===== src/design/cfbp_defs.svh =====
// Offsets, field width, reset values and codes of the filter pointer block
`ifndef CFBP_DEFS_SVH
`define CFBP_DEFS_SVH
`define CFBP_OFF_DEST_8_11   12'h000
`define CFBP_OFF_DEST_12_15  12'h004
`define CFBP_OFF_HIT_STATUS  12'h008
`define CFBP_RESET_DEST      16'h0000
`define CFBP_FIELD_W         4
`define CFBP_CODE_FIFO       4'hf
`define CFBP_FIRST_FILTER    4'h8
`define CFBP_RESP_OKAY       2'b00
`define CFBP_RESP_SLVERR     2'b10
`endif


===== src/design/cfbp_pkg.sv =====
// Types of the filter pointer block
package cfbp_pkg;
  typedef logic [3:0] cfbp_ptr_t;
  typedef logic [15:0] cfbp_word_t;
  typedef enum logic [1:0]
  {
    CFBP_W_IDLE = 2'b00,
    CFBP_W_RESP = 2'b01
  } cfbp_wstate_e;
endpackage


===== src/design/cfbp_dest_regs.sv =====
// Two filter destination registers, 16 bits each, read data registered
`timescale 1ns/1ps
`include "cfbp_defs.svh"
module cfbp_dest_regs
  import cfbp_pkg::*;
(
  input  wire logic       clk_sys,
  input  wire logic       rst,
  input  wire logic       wrEn,
  input  wire logic       wrSel,
  input  wire cfbp_word_t wrData,
  input  wire logic [1:0] wrStrb,
  input  wire logic       rdSel,
  output cfbp_word_t      rdData,
  output cfbp_word_t      dest8to11,
  output cfbp_word_t      dest12to15
);
  cfbp_word_t mem [2];
  cfbp_word_t next_mem [2];
  cfbp_word_t next_rdData;

  // Byte-lane merge of the write
  always_comb
  begin
    next_mem[0] = mem[0];
    next_mem[1] = mem[1];
    for (int i = 0; i < 2; i++)
    begin
      if (wrEn && wrStrb[i])
      begin
        next_mem[wrSel][i*8 +: 8] = wrData[i*8 +: 8];
      end
    end
    next_rdData = next_mem[rdSel];
  end

  // Storage clears to zero
  always_ff @(posedge clk_sys)
  begin
    if (rst)
    begin
      mem[0] <= `CFBP_RESET_DEST;
      mem[1] <= `CFBP_RESET_DEST;
      rdData <= `CFBP_RESET_DEST;
    end
    else
    begin
      mem[0] <= next_mem[0];
      mem[1] <= next_mem[1];
      rdData <= next_rdData;
    end
  end

  assign dest8to11  = mem[0];
  assign dest12to15 = mem[1];
endmodule


===== src/design/can_filter_buffer_pointers.sv =====
// CAN receive filter destination pointers for filters 8 to 15 with AXI4-Lite
//
// Behaviour
// Register one: filters 8-11, four nibbles
// Register two: filters 12-15, four nibbles
// Codes 0-14 select receive buffer index
// All pointer bits clear to zero
// Software reads back what it wrote
// Code 1111 selects the receive FIFO
//
// Decided for this implementation: the AXI4-Lite register port and the register addresses.
`timescale 1ns/1ps
`include "cfbp_defs.svh"
module can_filter_buffer_pointers
  import cfbp_pkg::*;
(
  input  wire logic        clk_sys,
  input  wire logic        rst,
  input  wire logic [11:0] s_axi_awaddr,
  input  wire logic        s_axi_awvalid,
  output logic             s_axi_awready,
  input  wire logic [31:0] s_axi_wdata,
  input  wire logic [3:0]  s_axi_wstrb,
  input  wire logic        s_axi_wvalid,
  output logic             s_axi_wready,
  output logic [1:0]       s_axi_bresp,
  output logic             s_axi_bvalid,
  input  wire logic        s_axi_bready,
  input  wire logic [11:0] s_axi_araddr,
  input  wire logic        s_axi_arvalid,
  output logic             s_axi_arready,
  output logic [31:0]      s_axi_rdata,
  output logic [1:0]       s_axi_rresp,
  output logic             s_axi_rvalid,
  input  wire logic        s_axi_rready,
  input  wire logic        filterHit,
  input  wire logic [3:0]  filterHitIndex,
  output logic             destValid,
  output logic             destToFifo,
  output logic [3:0]       destBufferIndex
);
  ////////////////////////////////////////////////////////////////////////////
  // Address decode shared by read and write
  function automatic logic [1:0] decode(input logic [11:0] addr);
    unique case (addr)
      `CFBP_OFF_DEST_8_11:  decode = 2'h1;
      `CFBP_OFF_DEST_12_15: decode = 2'h2;
      `CFBP_OFF_HIT_STATUS: decode = 2'h3;
      default:              decode = 2'h0;
    endcase
  endfunction

  // Pick one filter's nibble; index 8-15 only
  function automatic cfbp_ptr_t pickPtr(input cfbp_word_t lo, input cfbp_word_t hi,
                                        input logic [3:0] idx);
    cfbp_word_t w;
    w = idx[2] ? hi : lo;
    pickPtr = w[idx[1:0]*`CFBP_FIELD_W +: `CFBP_FIELD_W];
  endfunction

  cfbp_wstate_e wState;
  cfbp_wstate_e next_wState;
  logic         awHeld;
  logic         next_awHeld;
  logic [11:0]  awAddr;
  logic [11:0]  next_awAddr;
  logic         wHeld;
  logic         next_wHeld;
  logic [31:0]  wData;
  logic [31:0]  next_wData;
  logic [3:0]   wStrb;
  logic [3:0]   next_wStrb;
  logic [1:0]   next_bresp;
  logic         next_bvalid;
  logic         rBusy;
  logic         next_rBusy;
  logic         rPend;
  logic         next_rPend;
  logic [1:0]   rKind;
  logic [1:0]   next_rKind;
  logic [1:0]   wKind;
  logic         regWrEn;
  logic         regWrSel;
  logic         regRdSel;
  cfbp_word_t   regRdData;
  cfbp_word_t   dest8to11;
  cfbp_word_t   dest12to15;
  logic [31:0]  next_rdata;
  logic [1:0]   next_rresp;
  logic         next_rvalid;
  logic         next_destValid;
  logic         next_destToFifo;
  logic [3:0]   next_destBufferIndex;
  cfbp_ptr_t    hitPtr;
  logic [3:0]   lastHit;
  logic [3:0]   next_lastHit;

  ////////////////////////////////////////////////////////////////////////////
  // Write channel: address and data taken in either order, then one response
  always_comb
  begin
    next_wState = wState;
    next_awHeld = awHeld;
    next_awAddr = awAddr;
    next_wHeld  = wHeld;
    next_wData  = wData;
    next_wStrb  = wStrb;
    next_bresp  = s_axi_bresp;
    next_bvalid = s_axi_bvalid;
    regWrEn     = 1'b0;
    wKind       = decode(awAddr);
    unique case (wState)
      CFBP_W_IDLE:
      begin
        if (s_axi_awvalid && s_axi_awready)
        begin
          next_awHeld = 1'b1;
          next_awAddr = s_axi_awaddr;
        end
        if (s_axi_wvalid && s_axi_wready)
        begin
          next_wHeld = 1'b1;
          next_wData = s_axi_wdata;
          next_wStrb = s_axi_wstrb;
        end
        // Commit one cycle after both halves are held
        if (awHeld && wHeld)
        begin
          regWrEn     = (wKind == 2'h1) || (wKind == 2'h2);
          next_bresp  = (wKind == 2'h0) ? `CFBP_RESP_SLVERR : `CFBP_RESP_OKAY;
          next_bvalid = 1'b1;
          next_awHeld = 1'b0;
          next_wHeld  = 1'b0;
          next_wState = CFBP_W_RESP;
        end
      end
      CFBP_W_RESP:
      begin
        if (s_axi_bready)
        begin
          next_bvalid = 1'b0;
          next_wState = CFBP_W_IDLE;
        end
      end
    endcase
  end
  assign regWrSel = (wKind == 2'h2);

  // Write channel state
  always_ff @(posedge clk_sys)
  begin
    if (rst)
    begin
      wState        <= CFBP_W_IDLE;
      awHeld        <= 1'b0;
      awAddr        <= 12'h000;
      wHeld         <= 1'b0;
      wData         <= 32'h00000000;
      wStrb         <= 4'h0;
      s_axi_bresp   <= `CFBP_RESP_OKAY;
      s_axi_bvalid  <= 1'b0;
      s_axi_awready <= 1'b0;
      s_axi_wready  <= 1'b0;
    end
    else
    begin
      wState        <= next_wState;
      awHeld        <= next_awHeld;
      awAddr        <= next_awAddr;
      wHeld         <= next_wHeld;
      wData         <= next_wData;
      wStrb         <= next_wStrb;
      s_axi_bresp   <= next_bresp;
      s_axi_bvalid  <= next_bvalid;
      // Ready only while that half is empty, so no second beat slips in
      s_axi_awready <= (next_wState == CFBP_W_IDLE) && !next_awHeld
                       && !(s_axi_awvalid && s_axi_awready);
      s_axi_wready  <= (next_wState == CFBP_W_IDLE) && !next_wHeld
                       && !(s_axi_wvalid && s_axi_wready);
    end
  end

  ////////////////////////////////////////////////////////////////////////////
  // Read channel: address taken, storage read registered, then data
  always_comb
  begin
    next_rBusy  = rBusy;
    next_rPend  = 1'b0;
    next_rKind  = rKind;
    next_rdata  = s_axi_rdata;
    next_rresp  = s_axi_rresp;
    next_rvalid = s_axi_rvalid;
    if (s_axi_arvalid && s_axi_arready)
    begin
      next_rBusy = 1'b1;
      next_rPend = 1'b1;
      next_rKind = decode(s_axi_araddr);
    end
    if (rPend)
    begin
      next_rvalid = 1'b1;
      next_rresp  = (rKind == 2'h0) ? `CFBP_RESP_SLVERR : `CFBP_RESP_OKAY;
      unique case (rKind)
        2'h1, 2'h2: next_rdata = {16'h0000, regRdData};
        2'h3:       next_rdata = {27'h0000000, destToFifo, lastHit};
        default:    next_rdata = 32'h00000000;
      endcase
    end
    if (s_axi_rvalid && s_axi_rready)
    begin
      next_rvalid = 1'b0;
      next_rBusy  = 1'b0;
    end
  end
  assign regRdSel = (decode(s_axi_araddr) == 2'h2);

  // Read channel state
  always_ff @(posedge clk_sys)
  begin
    if (rst)
    begin
      rBusy         <= 1'b0;
      rPend         <= 1'b0;
      rKind         <= 2'h0;
      s_axi_rdata   <= 32'h00000000;
      s_axi_rresp   <= `CFBP_RESP_OKAY;
      s_axi_rvalid  <= 1'b0;
      s_axi_arready <= 1'b0;
    end
    else
    begin
      rBusy         <= next_rBusy;
      rPend         <= next_rPend;
      rKind         <= next_rKind;
      s_axi_rdata   <= next_rdata;
      s_axi_rresp   <= next_rresp;
      s_axi_rvalid  <= next_rvalid;
      s_axi_arready <= !next_rBusy;
    end
  end

  ////////////////////////////////////////////////////////////////////////////
  // Register storage; read port sampled at the address handshake
  cfbp_dest_regs u_regs
  (
    .clk_sys    (clk_sys),
    .rst        (rst),
    .wrEn       (regWrEn),
    .wrSel      (regWrSel),
    .wrData     (wData[15:0]),
    .wrStrb     (wStrb[1:0]),
    .rdSel      (regRdSel),
    .rdData     (regRdData),
    .dest8to11  (dest8to11),
    .dest12to15 (dest12to15)
  );

  ////////////////////////////////////////////////////////////////////////////
  // Hit steering: filters below 8 belong elsewhere and are ignored
  assign hitPtr = pickPtr(dest8to11, dest12to15, filterHitIndex);
  always_comb
  begin
    next_destValid       = filterHit && filterHitIndex[3];
    next_destToFifo      = destToFifo;
    next_destBufferIndex = destBufferIndex;
    next_lastHit         = lastHit;
    if (next_destValid)
    begin
      next_destToFifo      = (hitPtr == `CFBP_CODE_FIFO);
      next_destBufferIndex = hitPtr;
      next_lastHit         = filterHitIndex;
    end
  end

  // Destination outputs registered
  always_ff @(posedge clk_sys)
  begin
    if (rst)
    begin
      destValid       <= 1'b0;
      destToFifo      <= 1'b0;
      destBufferIndex <= 4'h0;
      lastHit         <= 4'h0;
    end
    else
    begin
      destValid       <= next_destValid;
      destToFifo      <= next_destToFifo;
      destBufferIndex <= next_destBufferIndex;
      lastHit         <= next_lastHit;
    end
  end
endmodule


===== config.mk =====
export PLATFORM = sky130hd
export DESIGN_NAME = can_filter_buffer_pointers
export DESIGN_NICKNAME = d
export VERILOG_FILES = /design/src/design/cfbp_pkg.sv /design/src/design/cfbp_dest_regs.sv /design/src/design/can_filter_buffer_pointers.sv
export VERILOG_INCLUDE_DIRS = /design/src /design/src/design
export SDC_FILE = /design/constraint.sdc
export NUM_CORES = 1
export LEC_CHECK = 0
export BUFFER_PORTS_ARGS = -buffer_cell sky130_fd_sc_hd__buf_4
export CAP_MARGIN = 20
export CORE_AREA = 4 4 108 110
export CTS_BUF_LIST = sky130_fd_sc_hd__clkbuf_4 sky130_fd_sc_hd__clkbuf_8
export CTS_CLUSTER_DIAMETER = 80
export CTS_CLUSTER_SIZE = 20
export DETAILED_ROUTE_END_ITERATION = 10
export DIE_AREA = 0 0 112 114
export GPL_ROUTABILITY_DRIVEN = 0
export PLACE_DENSITY = 0.68
export SLEW_MARGIN = 20
export SYNTH_ARGS = -nofsm -noshare
export SYNTH_HDL_FRONTEND = slang
export SYNTH_SLANG_ARGS = --single-unit

===== constraint.sdc =====
create_clock -name clk_sys -period 3.4 [get_ports clk_sys]
set_input_delay 1.02 -clock clk_sys [delete_from_list [all_inputs] [get_ports clk_sys]]
set_output_delay 1.02 -clock clk_sys [all_outputs]
set_load 0.03 [all_outputs]

* Yosys cells after proc, flatten, opt, wreduce, memory -nomap -nowiden *
Memory sizes are Yosys's and may differ from the RTL's.
Cells that the tools add are included.

word-level totals
  register bits after elaboration = 105
  RAM bits = 32
  output and inout bits = 47
  latch bits = 0
  logic and storage cells = 115
  memories = 1
  ROM bits = 0

operators by class
  bitwise operators = 4
  equality and inequality tests = 14
  order comparisons = 3
  mux-type cells = 39
  add/subtract/negate cells = 0
  div/mod/pow operators = 0
  multipliers = 0
  reductions and logical operators = 31
  shift-type cells = 1

memory list
  name        words  width  read ports  clocked after Yosys merged registers in  wr ports  line                  text
  u_regs.mem  2      16     2           0                                        2         cfbp_dest_regs.sv:18  cfbp_word_t mem [2];

operator list
  cell                 count
  $mux 16              7
  $bwmux 32            2
  $mux 32              2
  $demux 16 s1         2
  $pmux 16 s2          1
  $eq 12x3->1 const B  2
  $eq 12x4->1 const B  2
  $logic_not 12->1     2
  $mux 1               16
  $shiftx 16x5->4      1
  $logic_and 1x1->1    13
  $pmux 2 s3           2
  $eq 2x2->1 const B   4
  $logic_not 2->1      4
  $mux 2               4
  $mux 8               1
  $reduce_and 2->1     4
  $eq 2x1->1 const B   3
  $logic_not 1->1      5
  $eq 4x4->1 const B   1
  $ge 2x2->1 const B   2
  $ne 2x2->1 const B   2
  $not 1->2            2
  $pmux 2 s2           1
  5 further kinds      7

* Longest topological paths before layout *
Gate-level depths: netlist of the first run.

  word-level depth = 15
  depth in mapped cells = 8
  gate-level depth less buffers = 7

* Modules after synthesis *
A second synthesis of the first run with hierarchy kept.

unflattened totals
  cell total of the unflattened synthesis = 519
  area, all modules = 4902.2 µm²

by module, submodules not included
  module                      instances  seq. area each (µm²)  cells an instance  area an instance (µm²)
  can_filter_buffer_pointers  1          1421.4                355                3050.4
  cfbp_dest_regs              1          960.9                 164                1851.8

* Worst setup path after synthesis of the first run *
No wires, ideal clock.

  path kind = in2reg
  start = input filterHitIndex[0]
  end = register destToFifo
  arrival time = 2.183 ns
  data required time = 3.283 ns
  setup time = 0.117 ns
  cell stages on the path = 5
  path buffers = 1
  setup slack = 1.099 ns
  cells stage by stage = clkbuf_1 > mux4_2 > mux2i_1 > nor2_1 > a32o_1

on the way
  cells in the longest elaborated chain, start to end = 2

ends and longest elaborated chain
  element                 line                               text
  start: declaration      can_filter_buffer_pointers.sv:37   input wire logic [3:0] filterHitIndex,
  $shiftx 16x5->4         can_filter_buffer_pointers.sv:58   pickPtr = w[idx[1:0]*`CFBP_FIELD_W +: `CFBP_FIELD_W];
  $eq 4x4->1 (no line)    n/a
  end signal: assignment  can_filter_buffer_pointers.sv:288  destToFifo <= next_destToFifo;
  end: declaration        can_filter_buffer_pointers.sv:39   output logic destToFifo,

No other way between the ends.
A chain may end at the register's enable or synchronous reset.

* Final worst setup path of the first run *
  start = register awAddr[6]
  end = register u_regs.rdData[12]

on the way
  cells in the longest elaborated chain, start to end = 13
  elaborated cells on any way between the ends = 25
  classes of those cells = 2 x order compare; 4 x eq/ne; 13 x mux; 1 x bitwise; 5 x reduce/logical

ends and longest elaborated chain
  element                                                              line                                                                  text
  start: declaration                                                   can_filter_buffer_pointers.sv:65                                      logic [11:0] awAddr;
  start signal: assignment                                             can_filter_buffer_pointers.sv:169                                     awAddr <= next_awAddr;
  $eq 12x4->1 (tied with other cells)                                  can_filter_buffer_pointers.sv:45                                      unique case (addr)
  $pmux 2 s3 *                                                         can_filter_buffer_pointers.sv:45
  $eq 2x2->1 or $eq 2x1->1 (tied branches)                             can_filter_buffer_pointers.sv:129, can_filter_buffer_pointers.sv:147
  $not 1->2 (implied by the code) or $logic_or 1x1->1 (tied branches)  cfbp_dest_regs.sv:31, can_filter_buffer_pointers.sv:129
  $ge 2x2->1 (implied by the code) (tied with other cells)             cfbp_dest_regs.sv:31                                                  next_mem[wrSel][i*8 +: 8] = wrData[i*8 +: 8];
  $logic_and 1x1->1 (implied by the code) or $mux 1 (tied branches)    cfbp_dest_regs.sv:31, can_filter_buffer_pointers.sv:112
  $mux 16 (implied by the code) or $logic_and 1x1->1 (tied branches)   cfbp_dest_regs.sv:31, cfbp_dest_regs.sv:29
  $demux 16 s1 or $mux 32 (tied branches)                              cfbp_dest_regs.sv:31, cfbp_dest_regs.sv:29
  $bwmux 32                                                            cfbp_dest_regs.sv:31
  $mux 32 *                                                            cfbp_dest_regs.sv:29                                                  if (wrEn && wrStrb[i])
  $mux 16 (implied by the code) * (3 in a row)                         cfbp_dest_regs.sv:34                                                  next_rdData = next_mem[rdSel];
  end signal: assignment                                               cfbp_dest_regs.sv:44                                                  rdData <= `CFBP_RESET_DEST;
  end signal: assignment                                               cfbp_dest_regs.sv:50                                                  rdData <= next_rdData;
  end: declaration                                                     cfbp_dest_regs.sv:14                                                  output cfbp_word_t rdData,

Mark *: on every way between the ends. The rest lies on a longest branch, timed or not. The select of a mux whose other input is x is not followed.

==> results of run 1 <==
metrics by stage:
step,util,cells,power [mW]
final,0.539,723,3.07
after global routing,0.539,723,3.18
after CTS,0.539,723,3.10
after detailed placement,0.498,692,1.72
after global placement,0.498,692,1.71
after floorplan,-,515,1.65
cell usage in the layout, fill, tap and decap left out, types with 7 or more instances in the layout:
cell	count
dfxtp_1	119
buf_4	86
nand2_1	72
a21oi_1	55
nor2_1	54
mux2i_1	38
clkbuf_8	20
conb_1	18
nand3_1	15
o22ai_1	11
nand2b_1	11
mux4_2	8
a211oi_1	7
final cells by class:
class	instances	area, sq um
inverter	6	22.5
clock inverter	9	148
tap	140	175
timing repair buffer	86	646
multi-input combinational	341	2100
fill	1005	4930
clock buffer	22	290
sequential	119	2380
sequential cells by signal, summed over array words and instances (netlist names):
register,count
destValid,1
s_axi_arready,1
s_axi_rresp,1
s_axi_bresp,1
u_regs.rdData,16
u_regs.mem,32
lastHit,4
rPend,1
s_axi_bvalid,1
s_axi_wready,1
wData,16
destBufferIndex,4
wStrb,2
awHeld,1
rBusy,1
s_axi_rdata,16
wHeld,1
rKind,2
awAddr,12
wState,2
s_axi_awready,1
s_axi_rvalid,1
destToFifo,1
Yosys cell counts, types with 2 or more instances:
cell type  count
nor2_1        54
nand2_1       72
mux4_2         8
and3_1         3
a21oi_1       55
nand3_1       15
nand4b_1       2
o22ai_2        5
nand2b_1      11
ha_1           5
o22ai_1       11
dfxtp_1      119
nand4_4        2
buf_4         20
clkbuf_1      20
nor4_1         5
o21a_1         3
nor2b_1        6
buf_2          6
mux2i_1       38
a211oi_1       7
or3_2          2
a22o_1         5
inv_1          6
and2_1         2
critical path, stage by stage, from the launching register on:
cell      delay (ps)
dfxtp_1          310
nor4_1           410
nand3_1          110
or2_2            300
ha_1             400
nand4b_1         140
buf_4            210
mux2i_1          250
o22ai_1          140
power breakdown:
part / total, mW / internal (mW) / switching, mW / leakage [nW]
Sequential: 1.45 / 1.43 / 0.0275 / 0.964
Combinational: 0.233 / 0.0926 / 0.140 / 1.32
Clock: 1.39 / 0.864 / 0.523 / 0.225
worst max-delay path by stage:
| stage | from | to | cells past startpoint |
|---|---|---|---|
| after detailed placement | s_axi_araddr[7] | u_regs.rdData[12] | 5 |
| after CTS | awAddr[6] | u_regs.rdData[12] | 8 |
| final | awAddr[6] | u_regs.rdData[12] | 8 |
| after floorplan | filterHitIndex[0] | destToFifo | 5 |
| after global routing | awAddr[6] | u_regs.rdData[11] | 8 |
| after global placement | s_axi_araddr[7] | u_regs.rdData[11] | 5 |
logic make-up after synthesis:
| group | synth area share |
|---|---|
| buffers and inverters | 0.0651 |
| AND/OR/NAND/NOR | 0.176 |
| AO/OA/AOI/OAI | 0.119 |
| adder cells (fa/ha/maj) | 0.0132 |
| XOR/XNOR | 0.00371 |
| other | 0.000793 |
| multiplexers | 0.119 |
| flip-flops | 0.504 |
routing by layer:
metal | wire length (microns) | track usage | vias up | part of all wire
li1 | - | - | 1821 | -
met1 | 4600 | 0.202 | 1683 | 0.45
met2 | 4820 | 0.269 | 91 | 0.48
met3 | 560 | 0.0462 | 16 | 0.055
met4 | 143 | 0.0617 | 0 | 0.014
met5 | 0 | 0 | - | 0
==> key figures, run 1 <==
Status
  • Status: completed

Clock network
  • CTS root buf: clkbuf_8
  • Reg clk slew, reported paths: around 60 ps
  • # resized after CTS: 0
  • Clk_lat worst skew: ~430 ps
  • TritonCTS Sinks: roughly 120
  • Setup bufs post-CTS: 0
  • H-Tree Depth: 4
  • Clock Tree Buf Depth: 2
  • Post-CTS Hold Buffers: 0
  • TritonCTS clock tree: built
  • Number of buffers created by CTS: 17

Timing
  • Final worst slack: between 900 and 1000 ps
  • Worst-margin pin slew: about 850 ps
  • Skew final: slightly above 10 ps
  • Final Max Tran Viols: 0
  • Max Freq: about 410 MHz
  • Final setup fails: 0
  • Period Utilization, post-route: 0.719
  • Fin. Hold Viols: 0
  • WHS: 456 ps
  • RSZ-0062 raised after global routing: no
  • Final setup TNS: 0 ps
  • Final period demand of the worst path: 2440 ps
  • Slew headroom: 0.435

Setup path
  • Endpoint type of the worst setup path: flop
  • Worst EP required: approximately 3700 ps
  • R2r worst-path depth: 8
  • Startpoint types: flop
  • Crit Path Max Fanout: 8
  • WS Path Type: flop to flop
  • CP arrival: around 2700 ps
  • Reg2reg start: awAddr[6]
  • Register-to-Register Setup Slack: between 900 and 1000 ps
  • FF-to-FF End: u_regs.rdData[12]

Routing
  • Drt drc: 0
  • Vias per std cell: ~5
  • Initial drt markers: 220
  • Drt first pass iters: 4
  • Final WL: ~10 mm
  • WL/cell: 14.0 microns
  • Antenna viol nets, final: 0
  • Vias: around 3,600

Logic synthesis
  • Share of synthesized registers carrying an async set or reset: 0
  • Synth Register Bits: 119
  • Mapped cell area: between 4000 and 5000 sq um
  • Number of synthesized flops with an enable pin: 0
  • Unique masters post-synth: roughly 40
  • Post-synth top area cell: dfxtp_1
  • Post-synth top area share: 0.504
  • Top FF cell, synth: dfxtp_1
  • Avg Inst Size Synth: around 9.5 sq um
  • Sequential share of the synthesized area: 0.504
  • Number of synthesis warnings: 0
  • Syn Inst Count: 498
  • Synth top area cells: dfxtp_1 (50%), mux2i_1 (8.0%), a21oi_1 (5.8%)

Die
  • Die ar.: between 10,000 and 15,000 sq um
  • Die Height: roughly 110 microns
  • I/O pin cnt: 119
  • Core box area: 10,700 sq um
  • Die Width: about 110 microns
  • Cell row count: 38
  • Starting density of the core: 0.442

Worst hold path
  • Hold Path Class: flop to flop
  • Hold wc startpoint: awAddr[4]
  • Hold path endpoint: awAddr[4]
  • Hold Path Stages: 2

Placement
  • Number of port buffers: around 80
  • Dpl hpwl: 7.28 mm
  • Area after DPL: approximately 5300 sq um
  • Post-place setup slack: ~710 ps

Global routing
  • First-pass GRT wire length: roughly 17 mm
  • Gr usage total: 0.162
  • GRT overflow: 0
  • Vias in the first global route: around 3,500
  • Largest net degree at the start of global routing: approximately 70
  • Initial antenna violation count: 0

Power
  • P_leak: 2.51 nW
  • Maximum vdd drop: about 200 uV
  • PwrDens: about 530 nW/um^2

Flow run
  • Max-cap violations: 0

Final layout
  • Finished layout cell area: ~5800 sq um
  • Fin nets: 648
  • # diodes: 0
  • Area Overhead vs Synth: 21.9%
  • Layout cells sized above 1: 0.232
(Power assumes the default switching activity.)
==> inputs of run 2 (changes only) <==
--- a/config.mk
+++ b/config.mk
@@ -15,7 +15,7 @@
 export DETAILED_ROUTE_END_ITERATION = 10
 export DIE_AREA = 0 0 112 114
 export GPL_ROUTABILITY_DRIVEN = 0
-export PLACE_DENSITY = 0.68
+export PLACE_DENSITY = 0.71
 export SLEW_MARGIN = 20
 export SYNTH_ARGS = -nofsm -noshare
 export SYNTH_HDL_FRONTEND = slang
==> constraint.sdc (replaced) <==
create_clock -name clk_sys -period 2 [get_ports clk_sys]
set_input_delay 0.6 -clock clk_sys [delete_from_list [all_inputs] [get_ports clk_sys]]
set_output_delay 0.6 -clock clk_sys [all_outputs]
set_load 0.03 [all_outputs]
==> run 2 against run 1 <==
Net effect: the run now ends with negative setup slack left; via count is 3.6% higher; sequential cell count is the same; critical path type unchanged; final area rose by 10%; cell count rose by 2.4%; routed wire length grew 11%; highest routed layer unchanged; fmax is 13% higher; clock power increased by 68%; sequential power grew 71%.
==> key figures, run 2 (synthesized netlist as in run 1, its figures left out) <==
Power
  • Gate power share: 0.087 (was 0.076)
  • Clock share of power: 0.443 (was 0.451)
  • Internal: 3.89 mW (was 2.38 mW)
  • Total Power: 5.28 mW (was 3.07 mW)
  • PwrDens: 829 nW/um^2 (was 533 nW/um^2)
  • Sw Ratio: 0.263 (was 0.225)
  • P_leak: 2.47 nW (was 2.51 nW)
  • Seq pwr share: 0.470 (was 0.473)
  • Net Switching: 1.39 mW (was 0.691 mW)
  • Maximum vdd drop: 444 uV (was 199 uV)

Flow run
  • Max-cap violations: 0 (unchanged)

Final layout
  • Area Overhead vs Synth: 34.7% (was 21.9%)
  • FF+latch area: 2390 sq um (was 2380 sq um)
  • # diodes: 0 (unchanged)
  • Fill count: 910 (was 1,005)
  • Layout cells sized above 1: 0.323 (was 0.232)
  • Commonest non-fill, non-tap cell in the layout: dfxtp_1 (unchanged)
  • Finished layout cell area: 6370 sq um (was 5760 sq um)
  • Fin nets: 664 (was 648)
  • Most frequent cells in the layout: dfxtp_1 (116), buf_4 (94), nand2_1 (72), a21oi_1 (55), nor2_1 (53) (was dfxtp_1 (119), buf_4 (86), nand2_1 (72), a21oi_1 (55), nor2_1 (54))
  • Multi-input logic area: 2510 sq um (was 2100 sq um)
  • Max FFs per register: 32 (unchanged)
  • Top reg by flops: u_regs.mem (unchanged)

Timing
  • Final setup TNS: -3590 ps (was 0 ps)
  • RSZ-0062 raised after global routing: yes (was no)
  • Slew headroom: 0.558 (was 0.435)
  • Final setup fails: 48 (was 0)
  • Max Freq: 462 MHz (was 409 MHz)
  • Fin. Hold Viols: 0 (unchanged)
  • Worst-margin pin slew: 662 ps (was 846 ps)
  • Period Utilization, post-route: 1.08 (was 0.719)
  • Final Max Tran Viols: 0 (unchanged)
  • Final period demand of the worst path: 2160 ps (was 2440 ps)
  • Final worst slack: -164 ps (was 956 ps)
  • Skew final: 10.8 ps (was 10.2 ps)

Setup path
  • WS Path Type: flop to flop (unchanged)
  • Crit Path Max Fanout: 8 (unchanged)
  • CP max-delay cell: dfxtp_2 (was nor4_1)
  • Crit path buffers/inverters: 4 (was 1)
  • CP arrival: 2460 ps (was 2700 ps)
  • Largest stage delay, worst path: 340 ps (was 410 ps)
  • Worst EP required: 2290 ps (was 3660 ps)
  • Startpoint types: flop (unchanged)
  • Crit-path cells: nor4_4 > buf_4 > nand4_1 > inv_1 > ha_2 > buf_6 > nand4_4 > buf_12 > mux2i_2 > o22ai_2 (was nor4_1 > nand3_1 > or2_2 > ha_1 > nand4b_1 > buf_4 > mux2i_1 > o22ai_1)
  • Endpoint type of the worst setup path: flop (unchanged)
  • CP top delay family: buffers and inverters (was simple AND/OR/NAND/NOR gates)

Clock network
  • H-Tree Depth: 4 (unchanged)
  • TritonCTS clock tree: built (unchanged)
  • Reg clk slew, reported paths: 80 ps (was 60 ps)
  • Clock Tree Buf Depth: 2 (unchanged)
  • Number of buffers created by CTS: 17 (unchanged)
  • CTS root buf: clkbuf_8 (unchanged)
  • Post-CTS Hold Buffers: 0 (unchanged)
  • Clk_lat worst skew: 430 ps (about the same)
  • TritonCTS Sinks: 119 (unchanged)

Routing
  • WL/cell: 15.1 microns (was 14.0 microns)
  • Drt drc: 0 (unchanged)
  • Vias per std cell: 5.06 (was 4.99)
  • Final WL: 11.2 mm (was 10.1 mm)
  • Initial drt markers: 204 (was 220)
  • Antenna viol nets, final: 0 (unchanged)
  • Drt first pass iters: 5 (was 4)
  • Vias: 3,741 (was 3,611)

Global routing
  • First-pass GRT wire length: 18.1 mm (was 16.7 mm)
  • Gr usage total: 0.175 (was 0.162)
  • Largest net degree at the start of global routing: 58 (was 71)
  • Vias in the first global route: 3,808 (was 3,536)
  • GRT overflow: 0 (unchanged)
  • Initial antenna violation count: 0 (unchanged)

Die
  • Starting density of the core: 0.442 (unchanged)
  • I/O pin cnt: 119 (unchanged)
  • Cell row count: 38 (unchanged)
  • Die ar.: 12,800 sq um (unchanged)
  • Die Height: 114 microns (unchanged)
  • Core box area: 10,700 sq um (unchanged)
  • Die Width: 112 microns (unchanged)

Placement
  • Area after DPL: 5510 sq um (was 5330 sq um)
  • Dpl hpwl: 7.69 mm (was 7.28 mm)
  • Number of port buffers: 82 (unchanged)

Worst hold path
  • Hold Path Class: primary input to flop (was flop to flop)

Status
  • Failing checks: negative setup slack
  • Status: finished with violations (was completed)
[run 2: repair_timing]
item                                   CTS  global route
endpoints found under the hold margin    0             0
buffers inserted                         2             1
gates resized for setup                 34            31
setup endpoints to repair               48            48
pin swaps                               17             5
[run 2: routing by layer]
metal / wire, microns / share of wire / global-route usage
met5: 0 / 0 / 0
met4: 87 / 0.0078 / 0.0577
met3: 677 / 0.060 / 0.0483
met2: 5740 / 0.51 / 0.301
met1: 4690 / 0.42 / 0.214
[run 2: cell type report]
| type | instances | share of cell area |
|---|---|---|
| Tap cell | 140 | 0.0275 |
| Timing Repair Buffer | 102 | 0.133 |
| Sequential cell | 119 | 0.375 |
| Multi-Input combinational cell | 341 | 0.394 |
| Clock inverter | 15 | 0.0305 |
| Inverter | 6 | 0.00354 |
| Clock buffer | 17 | 0.0367 |
[run 2: through the flow]
step / util / cells / hold slack (ps) / setup slack, ps
after floorplan: - / 515 / 436 / 18.5
final: 0.595 / 740 / 375 / -164
after CTS: 0.576 / 739 / 358 / -166
after global placement: 0.515 / 705 / 445 / -178
after global routing: 0.595 / 740 / 357 / -247
after detailed placement: 0.515 / 705 / 450 / -230
[run 2: worst reg2reg max path: stages (launching register included)]
cell	delay [ps]
dfxtp_2	340
nor4_4	290
buf_4	150
nand4_1	150
inv_1	110
ha_2	220
buf_6	110
nand4_4	100
buf_12	180
mux2i_2	250
o22ai_2	130
[run 2: worst paths after layout]
path | cells after the start | slack [ps] | endpoint | from
worst max-delay path | 10 | -160 | u_regs.rdData[11] | awAddr[9]
worst max register to register | 10 | -160 | u_regs.rdData[11] | awAddr[9]
worst min register to register | 2 | 460 | lastHit[2] | lastHit[2]
worst min-delay path | 2 | 380 | s_axi_wready | s_axi_wvalid
[run 2: power by group through the flow]
stage	registers [mW]	clock network [mW]	logic, mW
2_1_floorplan	2.54	0	0.282
3_3_place_gp	2.52	0	0.431
3_5_place_dp	2.52	0	0.441
4_1_cts	2.47	2.36	0.457
5_1_grt	2.49	2.48	0.502
6_report	2.48	2.34	0.460
